$ cat src/rtl/spp_pkg.sv
// package: byte codes, token kinds and limits of the program message parser
package spp_pkg;
    // byte codes
    localparam logic [7:0] SPP_LF        = 8'h0a;
    localparam logic [7:0] SPP_CR        = 8'h0d;
    localparam logic [7:0] SPP_WS_LO_END = 8'h09;
    localparam logic [7:0] SPP_WS_HI_BEG = 8'h0b;
    localparam logic [7:0] SPP_WS_HI_END = 8'h20;
    localparam logic [7:0] SPP_SPACE     = 8'h20;
    localparam logic [7:0] SPP_SEMI      = 8'h3b;
    localparam logic [7:0] SPP_COMMA     = 8'h2c;
    localparam logic [7:0] SPP_QUERY     = 8'h3f;
    localparam logic [7:0] SPP_STAR      = 8'h2a;
    localparam logic [7:0] SPP_COLON     = 8'h3a;
    localparam logic [7:0] SPP_DIG_LO    = 8'h30;
    localparam logic [7:0] SPP_DIG_HI    = 8'h39;
    localparam logic [7:0] SPP_UC_LO     = 8'h41;
    localparam logic [7:0] SPP_UC_HI     = 8'h5a;
    localparam logic [7:0] SPP_LC_LO     = 8'h61;
    localparam logic [7:0] SPP_LC_HI     = 8'h7a;
    localparam logic [7:0] SPP_UNDER     = 8'h5f;
    // longest mnemonic in characters
    localparam logic [3:0] SPP_MNEM_MAX  = 4'hc;
    // buffer depth (entries)
    localparam int         SPP_BUF_DEPTH = 2;

    // token kind written with each output byte
    typedef enum logic [2:0] {
        SPP_TK_HDR   = 3'h0,  // header byte (mnemonic, colon, star, query mark)
        SPP_TK_DATA  = 3'h1,  // parameter byte
        SPP_TK_PSEP  = 3'h2,  // parameter boundary (comma)
        SPP_TK_UNIT  = 3'h3,  // end of message unit
        SPP_TK_MSG   = 3'h4,  // end of program message, release for execution
        SPP_TK_ERR   = 3'h5   // message discarded on syntax error
    } spp_tok_t;
endpackage : spp_pkg

$ cat src/rtl/spp_parser.sv
// program message parser: terminators, units, headers, separators, whitespace
// Contract
// - a line feed byte ends the program message.
// - carriage return followed by line feed ends the message like a lone line feed.
// - end-or-identify line low with a byte closes the current message.
// - bytes 00..09 and 0b..20 are whitespace; line feed is not.
// - whitespace never triggers a control action; treated as space or dropped.
// - a message is released for execution only after its terminator.
// - zero, one or more units per message; bare terminator is an empty message.
// - semicolon splits units; whitespace around it is ignored.
// - a header without parameters is a complete unit.
// - header ending in question mark is a query, otherwise a command.
// - whitespace in front of each header is skipped.
// - numeric suffix bytes are digits 30..39.
// - leading asterisk marks a common-command header.
// - mnemonic starts with a letter, then letters, digits or underscore.
// - mnemonics longer than twelve characters are rejected.
// - letters are 41..5a and 61..7a.
// - byte 5f is the underscore allowed inside mnemonics.
// - only the first whitespace after a header separates; the rest is dropped.
// - commas split parameters; whitespace around them is ignored.
// - short and long mnemonic spellings obey the same character checks.
`timescale 1ns/10ps
module spp_parser
    import spp_pkg::*;
(
    // clock and reset
    input  wire logic       clk_sys,
    input  wire logic       reset_n,
    input  wire logic       clk_en,
    // incoming bytes from the input buffer
    input  wire logic       rx_valid,
    output logic            rx_ready,
    input  wire logic [7:0] rx_byte,
    input  wire logic       rx_eoi_n,
    // parsed token stream
    output logic            tok_valid,
    input  wire logic       tok_ready,
    output logic [7:0]      tok_byte,
    output spp_pkg::spp_tok_t tok_kind,
    output logic            tok_query,
    output logic            tok_common,
    // status
    output logic            syntax_err_q
);
    import spp_pkg::*;

    // ******************************************************************
    // state and storage
    // ******************************************************************
    typedef enum {
        SPP_ST_PRE,      // before a header, skipping whitespace
        SPP_ST_STAR,     // asterisk seen, mnemonic must follow
        SPP_ST_MNEM,     // inside a mnemonic
        SPP_ST_COLON,    // colon seen, mnemonic must follow
        SPP_ST_HDR_END,  // header closed by whitespace
        SPP_ST_QRY,      // query mark seen
        SPP_ST_DATA,     // inside a parameter
        SPP_ST_DWS,      // whitespace after a parameter
        SPP_ST_PSEP,     // comma seen, next parameter due
        SPP_ST_DISCARD   // error: drop bytes up to the terminator
    } spp_state_t;

    spp_state_t state_q, state_d;
    logic [3:0] mlen_q, mlen_d;
    logic       cr_q, cr_d;
    logic       query_q, query_d;
    logic       common_q, common_d;
    logic       err_d;
    logic       eoi_s1_q, eoi_s2_q;
    logic       pend_q, pend_d;
    logic [7:0] pend_byte_q;

    // ******************************************************************
    // byte classes
    // ******************************************************************
    wire is_lf    = (rx_byte == SPP_LF);
    wire is_ws    = (rx_byte <= SPP_WS_LO_END) ||
                    ((rx_byte >= SPP_WS_HI_BEG) && (rx_byte <= SPP_WS_HI_END));
    wire is_cr    = (rx_byte == SPP_CR);
    wire is_upper = (rx_byte >= SPP_UC_LO) && (rx_byte <= SPP_UC_HI);
    wire is_lower = (rx_byte >= SPP_LC_LO) && (rx_byte <= SPP_LC_HI);
    wire is_alpha = is_upper || is_lower;
    wire is_digit = (rx_byte >= SPP_DIG_LO) && (rx_byte <= SPP_DIG_HI);
    wire is_under = (rx_byte == SPP_UNDER);
    wire is_mchar = is_alpha || is_digit || is_under;
    wire is_semi  = (rx_byte == SPP_SEMI);
    wire is_comma = (rx_byte == SPP_COMMA);
    wire is_qry   = (rx_byte == SPP_QUERY);
    wire is_star  = (rx_byte == SPP_STAR);
    wire is_colon = (rx_byte == SPP_COLON);
    // eoi is a pin, so it is synchronised; bytes and eoi come from the same
    // transport, so the caller must hold eoi low until the last byte is taken
    wire eoi      = !eoi_s2_q;
    wire take     = clk_en && rx_valid && rx_ready;

    // ******************************************************************
    // next state
    // ******************************************************************
    logic       emit;
    spp_tok_t   emit_kind;
    logic [7:0] emit_byte;
    logic       buf_ready;
    wire        pend_drain = clk_en && pend_q && buf_ready;
    logic       msg_end;

    // a cr is dropped: cr+lf is one terminator, a lone cr is skipped without effect
    assign msg_end = is_lf || eoi;

    always_comb begin
        state_d   = state_q;
        mlen_d    = mlen_q;
        cr_d      = 1'b0;
        query_d   = query_q;
        common_d  = common_q;
        err_d     = 1'b0;
        pend_d    = 1'b0;
        emit      = 1'b0;
        emit_kind = SPP_TK_HDR;
        emit_byte = rx_byte;
        if (msg_end && state_q != SPP_ST_STAR && state_q != SPP_ST_COLON
            && state_q != SPP_ST_PSEP) begin
            // every open unit closes; the message is released, or dropped as an error if in discard
            emit      = 1'b1;
            emit_kind = (state_q == SPP_ST_DISCARD) ? SPP_TK_ERR : SPP_TK_MSG;
            emit_byte = SPP_LF;
            state_d   = SPP_ST_PRE;
            query_d   = 1'b0;
            common_d  = 1'b0;
            mlen_d    = 4'h0;
        end else if (msg_end) begin
            // a dangling star, colon or comma is a syntax break
            emit      = 1'b1;
            emit_kind = SPP_TK_ERR;
            emit_byte = SPP_LF;
            err_d     = 1'b1;
            state_d   = SPP_ST_PRE;
            query_d   = 1'b0;
            common_d  = 1'b0;
            mlen_d    = 4'h0;
        end else if (is_cr && !cr_q && state_q != SPP_ST_DISCARD) begin
            cr_d = 1'b1;
        end else begin
            case (state_q)
                SPP_ST_PRE: begin
                    if (is_ws || is_semi) begin
                        state_d = SPP_ST_PRE;
                    end else if (is_star) begin
                        common_d = 1'b1;
                        query_d  = 1'b0;
                        emit     = 1'b1;
                        state_d  = SPP_ST_STAR;
                    end else if (is_colon) begin
                        // flags belong to one unit, so a new header starts clean
                        common_d = 1'b0;
                        query_d  = 1'b0;
                        emit    = 1'b1;
                        state_d = SPP_ST_COLON;
                    end else if (is_alpha) begin
                        common_d = 1'b0;
                        query_d  = 1'b0;
                        emit    = 1'b1;
                        mlen_d  = 4'h1;
                        state_d = SPP_ST_MNEM;
                    end else begin
                        state_d = SPP_ST_DISCARD;
                        err_d   = 1'b1;
                    end
                end
                SPP_ST_STAR, SPP_ST_COLON: begin
                    if (is_alpha) begin
                        emit    = 1'b1;
                        mlen_d  = 4'h1;
                        state_d = SPP_ST_MNEM;
                    end else begin
                        state_d = SPP_ST_DISCARD;
                        err_d   = 1'b1;
                    end
                end
                SPP_ST_MNEM: begin
                    if (is_mchar) begin
                        if (mlen_q == SPP_MNEM_MAX) begin
                            state_d = SPP_ST_DISCARD;
                            err_d   = 1'b1;
                        end else begin
                            emit   = 1'b1;
                            mlen_d = mlen_q + 4'h1;
                        end
                    end else if (is_colon && !common_q) begin
                        emit    = 1'b1;
                        state_d = SPP_ST_COLON;
                    end else if (is_qry) begin
                        emit    = 1'b1;
                        query_d = 1'b1;
                        state_d = SPP_ST_QRY;
                    end else if (is_ws) begin
                        state_d = SPP_ST_HDR_END;
                    end else if (is_semi) begin
                        emit      = 1'b1;
                        emit_kind = SPP_TK_UNIT;
                        state_d   = SPP_ST_PRE;
                    end else begin
                        state_d = SPP_ST_DISCARD;
                        err_d   = 1'b1;
                    end
                end
                SPP_ST_QRY, SPP_ST_HDR_END: begin
                    if (is_ws && state_q == SPP_ST_QRY) begin
                        state_d = SPP_ST_HDR_END;
                    end else if (is_ws) begin
                        state_d = SPP_ST_HDR_END;
                    end else if (is_semi) begin
                        emit      = 1'b1;
                        emit_kind = SPP_TK_UNIT;
                        state_d   = SPP_ST_PRE;
                    end else if (state_q == SPP_ST_HDR_END && !is_comma) begin
                        // header separator was seen, so parameters may start
                        emit      = 1'b1;
                        emit_kind = SPP_TK_DATA;
                        state_d   = SPP_ST_DATA;
                    end else begin
                        state_d = SPP_ST_DISCARD;
                        err_d   = 1'b1;
                    end
                end
                SPP_ST_DATA, SPP_ST_DWS: begin
                    if (is_ws) begin
                        state_d = SPP_ST_DWS;
                    end else if (is_comma) begin
                        emit      = 1'b1;
                        emit_kind = SPP_TK_PSEP;
                        state_d   = SPP_ST_PSEP;
                    end else if (is_semi) begin
                        emit      = 1'b1;
                        emit_kind = SPP_TK_UNIT;
                        state_d   = SPP_ST_PRE;
                    end else if (state_q == SPP_ST_DWS) begin
                        // inner blank goes out as one space; the byte that ends it
                        // is parked and follows in a later cycle, once the buffer has room
                        emit      = 1'b1;
                        emit_kind = SPP_TK_DATA;
                        emit_byte = SPP_SPACE;
                        state_d   = SPP_ST_DATA;
                        pend_d    = 1'b1;
                    end else begin
                        emit      = 1'b1;
                        emit_kind = SPP_TK_DATA;
                    end
                end
                SPP_ST_PSEP: begin
                    if (is_ws) begin
                        state_d = SPP_ST_PSEP;
                    end else if (is_comma || is_semi) begin
                        state_d = SPP_ST_DISCARD;
                        err_d   = 1'b1;
                    end else begin
                        emit      = 1'b1;
                        emit_kind = SPP_TK_DATA;
                        state_d   = SPP_ST_DATA;
                    end
                end
                SPP_ST_DISCARD: begin
                    state_d = SPP_ST_DISCARD;
                end
                default: begin
                    state_d = SPP_ST_DISCARD;
                end
            endcase
        end
    end

    // ******************************************************************
    // registers
    // ******************************************************************
    always_ff @(posedge clk_sys or negedge reset_n) begin
        if (!reset_n) begin
            eoi_s1_q <= 1'b1;
            eoi_s2_q <= 1'b1;
        end else if (clk_en) begin
            eoi_s1_q <= rx_eoi_n;
            eoi_s2_q <= eoi_s1_q;
        end
    end

    // intake stops while a parked byte waits, so no byte is ever lost
    always_ff @(posedge clk_sys or negedge reset_n) begin
        if (!reset_n) begin
            pend_q <= 1'b0;
        end else if (take && pend_d) begin
            pend_q <= 1'b1;
        end else if (pend_drain) begin
            pend_q <= 1'b0;
        end
    end

    always_ff @(posedge clk_sys) begin
        if (take && pend_d) pend_byte_q <= rx_byte;
    end

    always_ff @(posedge clk_sys or negedge reset_n) begin
        if (!reset_n) begin
            state_q      <= SPP_ST_PRE;
            mlen_q       <= 4'h0;
            cr_q         <= 1'b0;
            query_q      <= 1'b0;
            common_q     <= 1'b0;
            syntax_err_q <= 1'b0;
        end else if (take) begin
            state_q      <= state_d;
            mlen_q       <= mlen_d;
            cr_q         <= cr_d;
            query_q      <= query_d;
            common_q     <= common_d;
            syntax_err_q <= err_d;
        end else if (clk_en) begin
            syntax_err_q <= 1'b0;
        end
    end

    // ******************************************************************
    // output buffer: a stalled consumer stalls byte intake
    // ******************************************************************
    localparam int TOK_W = 13;
    wire [TOK_W-1:0] tok_in = pend_q ? {SPP_TK_DATA, query_q, common_q, pend_byte_q}
                                     : {emit_kind, query_d, common_d, emit_byte};
    wire [TOK_W-1:0] tok_out;

    assign rx_ready = buf_ready && !pend_q;

    spp_skid_buf #(
        .WIDTH (TOK_W)
    ) u_buf (
        .clk_sys   (clk_sys),
        .reset_n   (reset_n),
        .clk_en    (clk_en),
        .in_valid  ((take && emit) || pend_drain),
        .in_ready  (buf_ready),
        .in_data   (tok_in),
        .out_valid (tok_valid),
        .out_ready (tok_ready),
        .out_data  (tok_out)
    );

    assign tok_kind   = spp_tok_t'(tok_out[12:10]);
    assign tok_query  = tok_out[9];
    assign tok_common = tok_out[8];
    assign tok_byte   = tok_out[7:0];

    // ******************************************************************
    // checks
    // ******************************************************************
    chk_lf_ends_msg: assert property (@(posedge clk_sys) disable iff (!reset_n)
        (take && is_lf) |=> (state_q == SPP_ST_PRE))
        else $error("line feed did not close the message");
    chk_ws_no_emit: assert property (@(posedge clk_sys) disable iff (!reset_n)
        (take && is_ws && !eoi && state_q == SPP_ST_PRE) |-> !emit)
        else $error("leading whitespace produced a token");
    chk_long_mnem: assert property (@(posedge clk_sys) disable iff (!reset_n)
        (take && !eoi && state_q == SPP_ST_MNEM && mlen_q == SPP_MNEM_MAX && is_mchar)
        |=> syntax_err_q)
        else $error("thirteenth mnemonic character accepted");
    chk_query_mark: assert property (@(posedge clk_sys) disable iff (!reset_n)
        (take && !eoi && state_q == SPP_ST_MNEM && is_qry) |=> query_q)
        else $error("query mark did not mark a query");
    chk_discard_hold: assert property (@(posedge clk_sys) disable iff (!reset_n)
        (take && state_q == SPP_ST_DISCARD && !msg_end) |=> state_q == SPP_ST_DISCARD)
        else $error("discard left before terminator");
    chk_comma_token: assert property (@(posedge clk_sys) disable iff (!reset_n)
        (take && !eoi && state_q == SPP_ST_DATA && is_comma) |-> emit_kind == SPP_TK_PSEP)
        else $error("comma not split into parameter boundary");
    chk_star_common: assert property (@(posedge clk_sys) disable iff (!reset_n)
        (take && !eoi && state_q == SPP_ST_PRE && is_star) |=> common_q)
        else $error("asterisk did not mark common header");
    chk_msg_release: assert property (@(posedge clk_sys) disable iff (!reset_n)
        (take && emit && emit_kind == SPP_TK_MSG) |-> msg_end)
        else $error("message released without terminator");
endmodule // spp_parser

$ cat src/rtl/spp_skid_buf.sv
// two-entry valid/ready buffer between parser and consumer
`timescale 1ns/10ps
module spp_skid_buf #(
    parameter int WIDTH = 16
) (
    // clock and reset
    input  wire logic             clk_sys,
    input  wire logic             reset_n,
    input  wire logic             clk_en,
    // fill side
    input  wire logic             in_valid,
    output logic                  in_ready,
    input  wire logic [WIDTH-1:0] in_data,
    // drain side
    output logic                  out_valid,
    input  wire logic             out_ready,
    output logic [WIDTH-1:0]      out_data
);
    logic [WIDTH-1:0] mem_q [2];
    logic             wr_ptr_q;
    logic             rd_ptr_q;
    logic [1:0]       cnt_q;
    wire              push = clk_en && in_valid && (cnt_q != 2'h2);
    wire              pop  = clk_en && out_ready && (cnt_q != 2'h0);

    // ready and valid are decoded from the registered count only, not from either side's inputs
    always_ff @(posedge clk_sys or negedge reset_n) begin
        if (!reset_n) begin
            wr_ptr_q <= 1'b0;
            rd_ptr_q <= 1'b0;
            cnt_q    <= 2'h0;
        end else begin
            if (push) wr_ptr_q <= ~wr_ptr_q;
            if (pop)  rd_ptr_q <= ~rd_ptr_q;
            cnt_q <= cnt_q + {1'b0, push} - {1'b0, pop};
        end
    end

    always_ff @(posedge clk_sys) begin
        if (push) mem_q[wr_ptr_q] <= in_data;
    end

    assign in_ready  = (cnt_q != 2'h2);
    assign out_valid = (cnt_q != 2'h0);
    assign out_data  = mem_q[rd_ptr_q];

    chk_buf_no_overflow: assert property (@(posedge clk_sys) disable iff (!reset_n)
        cnt_q <= 2'h2) else $error("buffer count exceeds depth");
    chk_buf_hold_word: assert property (@(posedge clk_sys) disable iff (!reset_n)
        (out_valid && !pop) |=> (out_valid && $stable(out_data)))
        else $error("held word changed before it was taken");
endmodule // spp_skid_buf

$ cat config.mk
export PLATFORM = sky130hd
export DESIGN_NAME = spp_parser
export DESIGN_NICKNAME = d
export VERILOG_FILES = /design/src/rtl/spp_pkg.sv /design/src/rtl/spp_parser.sv /design/src/rtl/spp_skid_buf.sv
export SDC_FILE = /design/constraint.sdc
export NUM_CORES = 1
export LEC_CHECK = 0
export BUFFER_PORTS_ARGS = -buffer_cell sky130_fd_sc_hd__buf_2
export CAP_MARGIN = 10
export CORE_ASPECT_RATIO = 2
export CORE_MARGIN = 8
export CORE_UTILIZATION = 54
export CTS_CLUSTER_SIZE = 20
export DETAILED_ROUTE_END_ITERATION = 12
export GPL_TIMING_DRIVEN = 0
export PLACE_DENSITY_LB_ADDON = 0.25
export SLEW_MARGIN = 10
export SYNTH_ARGS = -nofsm -noshare
export SYNTH_HDL_FRONTEND = slang
export SYNTH_SLANG_ARGS = --single-unit
$ cat constraint.sdc
create_clock -name clk_sys -period 2.7 [get_ports clk_sys]
set_input_delay 0.135 -clock clk_sys [delete_from_list [all_inputs] [get_ports clk_sys]]
set_output_delay 0.135 -clock clk_sys [all_outputs]
set_load 0.005 [all_outputs]
==> results of run 1 <==
[Yosys cell counts, drive strengths merged (2+ instances only)]
cell type  count  area (µm²)
a211oi         4        30.0
a21o           5        37.5
a21oi         17        85.1
a221oi         3        26.3
a22o           4        35.0
a22oi          4        30.0
a31oi          8        50.1
a32o           2        20.0
and2           3        18.8
and3           4        25.0
buf            5        31.3
clkbuf        11        41.3
dfrtp         17         425
dfstp          2        52.6
edfxtp        34        1020
ha             4        50.1
inv           15        56.3
mux2          16         180
mux2i          2        20.0
nand2         33         124
nand2b         4        25.0
nand3          7        35.0
nand4b         3        26.3
nor2          19        71.3
nor2b          6        37.5
nor3          12        60.1
nor3b          3        22.5
nor4           3        33.8
nor4b          3        26.3
o211ai         5        37.5
o21a           6        45.0
o21ai         14        70.1
o22a           2        17.5
o22ai          4        25.0
o31ai          2        15.0
or3            4        25.0
or4            5        37.5
xnor2          2        17.5
xor2           3        26.3
[where the power goes]
group / total, µW / internal (µW) / switching, µW
clock network: 739 / 445 / 294
registers: 1190 / 1030 / 161
logic: 1370 / 583 / 783
[cells by family after synthesis]
family | Yosys count | share of synthesized area [%]
adders and majority gates | 4 | 1.55
buffers and inverters | 31 | 4.00
DFF | 53 | 46.5
xor gates and xnor gates | 5 | 1.36
muxes | 18 | 6.21
AOI/OAI and AO/OA | 94 | 20.9
and+or+nand+nor | 116 | 19.4
[per-stage QoR]
| step | setup TNS [ns] | area (µm²) | instances | hold slack [ns] |
|---|---|---|---|---|
| final | 0 | 3750 | 424 | 0.0242 |
| after global routing | 0 | 3750 | 424 | 0.0131 |
| after CTS | 0 | 3720 | 423 | 0.0207 |
| after detailed placement | -17.86 | 3460 | 413 | 0.0952 |
| after global placement | -17.26 | 3460 | 413 | 0.0849 |
| after floorplan | 0 | 3230 | 321 | -0.161 |
[layout make-up]
type / count / area share (%)
multi-input combinational: 237 / 44.3
sequential: 53 / 40.0
timing repair buffer: 34 / 5.61
clock buffer: 5 / 3.34
tap: 63 / 2.10
buffer: 14 / 1.80
inverter: 15 / 1.50
clock inverter: 3 / 1.34
[path summary, 6_finish.rpt]
check                                         start                          end  slack [ns]
setup / recovery                         rx_byte[3]     pend_byte_q[7]$_DFFE_PP_        0.10
hold / removal                           rx_byte[2]     pend_byte_q[2]$_DFFE_PP_        0.02
setup reg to reg              mlen_q[0]$_DFFE_PN0P_  u_buf.mem_q[0][2]$_DFFE_PP_        0.17
hold reg to reg            syntax_err_q$_DFFE_PN0P_     syntax_err_q$_DFFE_PN0P_        0.51
max in group asynchronous                   reset_n         eoi_s2_q$_DFFE_PN1P_        2.07
min in group asynchronous                   reset_n     u_buf.cnt_q[1]$_DFF_PN0_        0.30
[critical path, delay by kind of cell]
| kind | cells | cell delay (ns) |
|---|---|---|
| AO/OA/AOI/OAI | 2 | 0.45 |
| buffers and inverters | 3 | 0.74 |
| AND/OR/NAND/NOR | 4 | 1.25 |
[layer usage]
| metal | wire, µm | up-vias |
|---|---|---|
| met5 | 0 | - |
| met4 | 384 | 0 |
| met3 | 481 | 28 |
| met2 | 4910 | 121 |
| met1 | 3480 | 1370 |
| li1 | - | 1307 |
[flip-flops by register name, summed over array words and instances (netlist names)]
| name | flops |
|---|---|
| u_buf.mem_q | 26 |
| pend_byte_q | 8 |
| mlen_q | 4 |
| state_q | 4 |
| u_buf.cnt_q | 2 |
| common_q | 1 |
| cr_q | 1 |
| eoi_s1_q | 1 |
| eoi_s2_q | 1 |
| pend_q | 1 |
| query_q | 1 |
| syntax_err_q | 1 |
| u_buf.rd_ptr_q | 1 |
| u_buf.wr_ptr_q | 1 |
[timing repair]
item | in CTS | in global routing
setup endpoints to repair | 40 | 9
hold buffers | 1 | 0
gates resized for setup | 7 | 7
pin swaps | 2 | 3
endpoints found under the hold margin | 17 | 0
buffers inserted | 2 | 2
==> results.tsv, run 1 <==
metric	value	unit
status	completed	
Top Ports	30	
Worst-path clk slew	0.07	ns
Worst Slack Setup Final	0.104	ns
critical path arrival	2.58	ns
Finished Core Util	63.4	%
GRT met2 Usage	37.2	%
number of remaining DRC errors	0	
WHS Path Cells	1	
Buffers on Ports	29	
met1 Usage GRT	22.5	%
RSZ-0062 raised after global routing	false	
Starting Density	54.6	%
clk buf depth	2	
Final Slew Violations	0	
CP max stage cell	or3_1	
EDFF count, synth	34	
Slew @ Worst Pin	0.860	ns
# clock sinks	53	
crit path kind	input pin to register	
Max-Cap Viols	0	
dominant synthesized flop cell	edfxtp_1	
Post-Synthesis Mean Instance Area	10.0	µm²
first-pass GRT wire length	14.6	mm
Worst path max stage delay	0.47	ns
nets	378	
number of cells on the worst reg-to-reg path	8	
Area growth syn-to-layout	16.2	%
Multi-input gate area	0.00166	mm²
Cell variety after synth	62	
Initial DRC Count	229	
clk_lat worst skew	0.30	ns
Vias	2826	
Syn. warnings	0	
Synthesized Nets	339	
Max FO, Critical Path	10	
FFs w/ async S/R, synth	35.8	%
initial antenna violation count	0	
most frequent CP cell	buf_2	
worst clock skew	0.00698	ns
Fillers	533	
Rows	40	
sequential-to-total area share from yosys stat	46.5	%
Post-DP HPWL	6.87	mm
FF+latch area	0.00150	mm²
total design power	3300	µW
Post-Syn Instances	321	
largest net degree at the start of global routing	20	
fraction of layout cells with a size suffix above 1	21.9	%
root buf cell	clkbuf_16	
worst path required time	2.69	ns
number of CTS-inserted buffers	5	
most frequent cells in the layout	34 x edfxtp_1, 33 x buf_2, 33 x nand2_1	
remaining global-route overflow	0	
WL/cell	21.8	µm
final setup violation count	0	
Critical Path Start Type	input pin	
vias in the first global route	2872	
met3 Resource Use GR	4.00	%
pre-CTS WS	-0.560	ns
GRT Util Overall	20.9	%
Die Area	0.00885	mm²
fraction of the cycle the final worst path needs	96.1	%
commonest non-fill, non-tap cell in the layout	edfxtp_1	
LEAKAGE	0.00146	µW
Slew headroom	42.1	%
Cell Pwr Density	880	mW/mm²
Seq cells post-synth	53	
Via density	6.67	
ant diodes	0	
Final Critical Period	2.60	ns
Post-Syn Area	0.00322	mm²
die height	125	µm
TritonCTS clock tree	yes	
Final Hold Violating Endpoints	0	
Final GP Congestion	0.931	
H-tree levels	2	
fmax	385	MHz
CP Cell Sequence	buf_2 > clkbuf_1 > nor4b_1 > o22ai_2 > a21oi_1 > buf_2 > nand2_1 > or3_1 > nor2_4	
GRT busiest layer	met2	
Die Wd	70.6	µm
1st-pass router iterations	4	
CP endpoint kind	register	
Hold WC Path Type	input pin to register	
VDD IR-drop max	0.479	mV
drt total wl	9.25	mm
Antenna Nets Post-Route	0	
Core Region	0.00591	mm²
(Power assumes the default switching activity.)
==> run 2, diff against run 1 <==
- BUFFER_PORTS_ARGS: -buffer_cell sky130_fd_sc_hd__buf_2 -> unset
- CORE_UTILIZATION: 54 -> 57
- DONT_BUFFER_PORTS: unset -> 1
==> run 2 against run 1 <==
Compared with the run above: register-to-register slack got worse by 0.07 ns; via count decreased by 1.6%; critical path depth decreased by 2; sequential power about the same; sequential share of layout area increased by 0.82 points; flip-flop and latch count unchanged; largest power group unchanged.
==> results.tsv, run 2 (synthesized netlist as in run 1, its figures left out) <==
metric	value	unit	change
post-layout instance area	0.00367	mm²	-2.0%
CP max stage cell	dfrtp_1		
CP endpoint kind	register		
Slew @ Worst Pin	0.881	ns	+0.0217 ns
number of remaining DRC errors	0		unchanged
final setup violation count	0		unchanged
remaining global-route overflow	0		unchanged
Hold WC Path Type	input pin to register		
GRT Util Overall	21.3	%	+0.48 points
fin cells	403		-5.0%
RR Endpoint	u_buf.mem_q[0][2]$_DFFE_PP_		
crit path kind	register to register		
critical path arrival	2.61	ns	+0.03 ns
WL/cell	22.7	µm	+3.9%
Final Critical Period	2.60	ns	+0.00316 ns
CP Cell Sequence	clkbuf_1 > nand2_1 > nor3_1 > o22a_1 > nor4b_4 > nor3_4 > buf_12		
Final Hold Violating Endpoints	0		unchanged
Critical Path Start Type	register		
Setup crit start	state_q[0]$_DFFE_PN0P_		
Slew headroom	40.6	%	-1.5 points
status	completed		
Starting Density	57.9	%	+3.4 points
first-pass GRT wire length	14.5	mm	-0.19%
Top Ports	30		unchanged
nets	359		-5.0%
1st-pass router iterations	5		+1
Via density	6.90		+3.6%
TritonCTS clock tree	yes		
number of cells on the worst reg-to-reg path	7		-1
Biggest register	u_buf.mem_q		
Die Area	0.00846	mm²	-4.3%
most frequent cells in the layout	34 x edfxtp_1, 33 x nand2_1, 18 x nor2_1		
placed cell count	382		-7.5%
Max FO, Critical Path	12		+2
total placed instance area	0.00331	mm²	-4.3%
worst setup path endpoint	u_buf.mem_q[0][2]$_DFFE_PP_		
fraction of layout cells with a size suffix above 1	13.7	%	-8.1 points
LEAKAGE	0.00137	µW	-6.1%
Final Slew Violations	0		unchanged
R2R setup slack	0.10	ns	-0.07 ns
fraction of the cycle the final worst path needs	96.3	%	+0.12 points
Max-Cap Viols	0		unchanged
RSZ-0062 raised after global routing	false		
clk buf depth	2		unchanged
total design power	3110	µW	-5.6%
# clock sinks	53		unchanged
Final GP Congestion	0.943		+1.3%
vias in the first global route	2780		-3.2%
worst clock skew	0.00472	ns	-0.00225 ns
Buffers on Ports	0		-100%
Area growth syn-to-layout	13.9	%	
die height	122	µm	-2.3%
number of CTS-inserted buffers	5		unchanged
Post-DP HPWL	6.69	mm	-2.6%
Rows	39		-2.5%
drt total wl	9.14	mm	-1.3%
Cell Pwr Density	848	mW/mm²	-3.6%
Worst R2R Start	state_q[0]$_DFFE_PN0P_		
initial antenna violation count	0		unchanged
worst path required time	2.71	ns	+0.02 ns
biggest regs	u_buf.mem_q (26), pend_byte_q (8)		
Die Wd	69.2	µm	-2.1%
max FFs per register	26		unchanged
fmax	385	MHz	-0.12%
H-tree levels	2		unchanged
clk_lat worst skew	0.29	ns	about the same
root buf cell	clkbuf_16		
Core Region	0.00556	mm²	-5.8%
ant diodes	0		unchanged
VDD IR-drop max	0.808	mV	+68%
Worst-path clk slew	0.07	ns	about the same
commonest non-fill, non-tap cell in the layout	edfxtp_1		
Antenna Nets Post-Route	0		unchanged
Initial DRC Count	228		-0.44%
largest net degree at the start of global routing	20		unchanged
Worst Slack Setup Final	0.101	ns	-0.00316 ns
pre-CTS WS	-0.488	ns	+0.0723 ns
Vias	2782		-1.6%
Worst path max stage delay	0.53	ns	+0.06 ns
==> run 2: cell types whose count changed in the layout (fill, tap and decap cells not counted), sizes merged <==
cell         previous run  this run
buf                    38         8
bufinv                  1         0
clkinv                  1         2
dlygate4sd3             1        12
==> run 2: worst min-delay path by stage <==
stage,from,to,cells after the start
3_3_place_gp,reset_n,u_buf.rd_ptr_q$_DFFE_PN0P_,0
6_report,rx_byte[6],u_buf.mem_q[0][6]$_DFFE_PP_,1
4_1_cts,rx_byte[7],u_buf.mem_q[1][7]$_DFFE_PP_,1
5_1_grt,rx_byte[7],u_buf.mem_q[0][7]$_DFFE_PP_,1
3_5_place_dp,reset_n,u_buf.cnt_q[0]$_DFF_PN0_,0
2_1_floorplan,reset_n,common_q$_DFFE_PN0P_,0
==> run 2: where the power goes <==
part           total, µW  leakage [µW]  internal [µW]  switching [µW]
combinational       1290      0.000754            531             759
sequential          1190      0.000549           1030             160
clock                632     0.0000718            346             287
==> run 2: timing repair <==
item / in CTS / in global routing
gates resized for setup: 7 / 5
hold buffers: 12 / 0
endpoints found under the hold margin: 29 / 0
gates cloned: 0 / 0
endpoints found under the setup margin: 39 / 22
pin swaps: 1 / 1
buffers inserted: 2 / 1
==> run 2: stage by stage <==
stage                     hold slack [ns]  utilization [%]  TNS, ns
final                              0.0904             66.0        0
after global routing                0.101             66.0        0
after CTS                          0.0909             65.5        0
after detailed placement           -0.160             59.5   -14.48
after global placement             -0.160             59.5   -12.35
after floorplan                    -0.161                -        0
==> run 2: area by class of cell <==
type,instances,area [µm²]
clock inverter,3,21.3
multi-input combinational,237,1660
fill,428,1890
tap,61,76.3
buffer,14,66.3
clock buffer,5,125
timing repair buffer,15,168
sequential,53,1500
inverter,15,56.3
==> run 2: metal layers <==
metal	vias up	share of wire, %	track usage, %
met3	39	6.3	5.10
met5	-	0	0
li1	1264	-	-
met1	1347	37	22.1
met4	0	4.9	12.6
met2	132	52	38.1
==> run 2: worst max-delay path, delay by kind of cell, from the launching register on <==
family / cells / cell delay (ns)
AND/OR/NAND/NOR: 4 / 0.86
buffers and inverters: 2 / 0.63
flip-flops: 1 / 0.53
AO/OA/AOI/OAI: 1 / 0.29
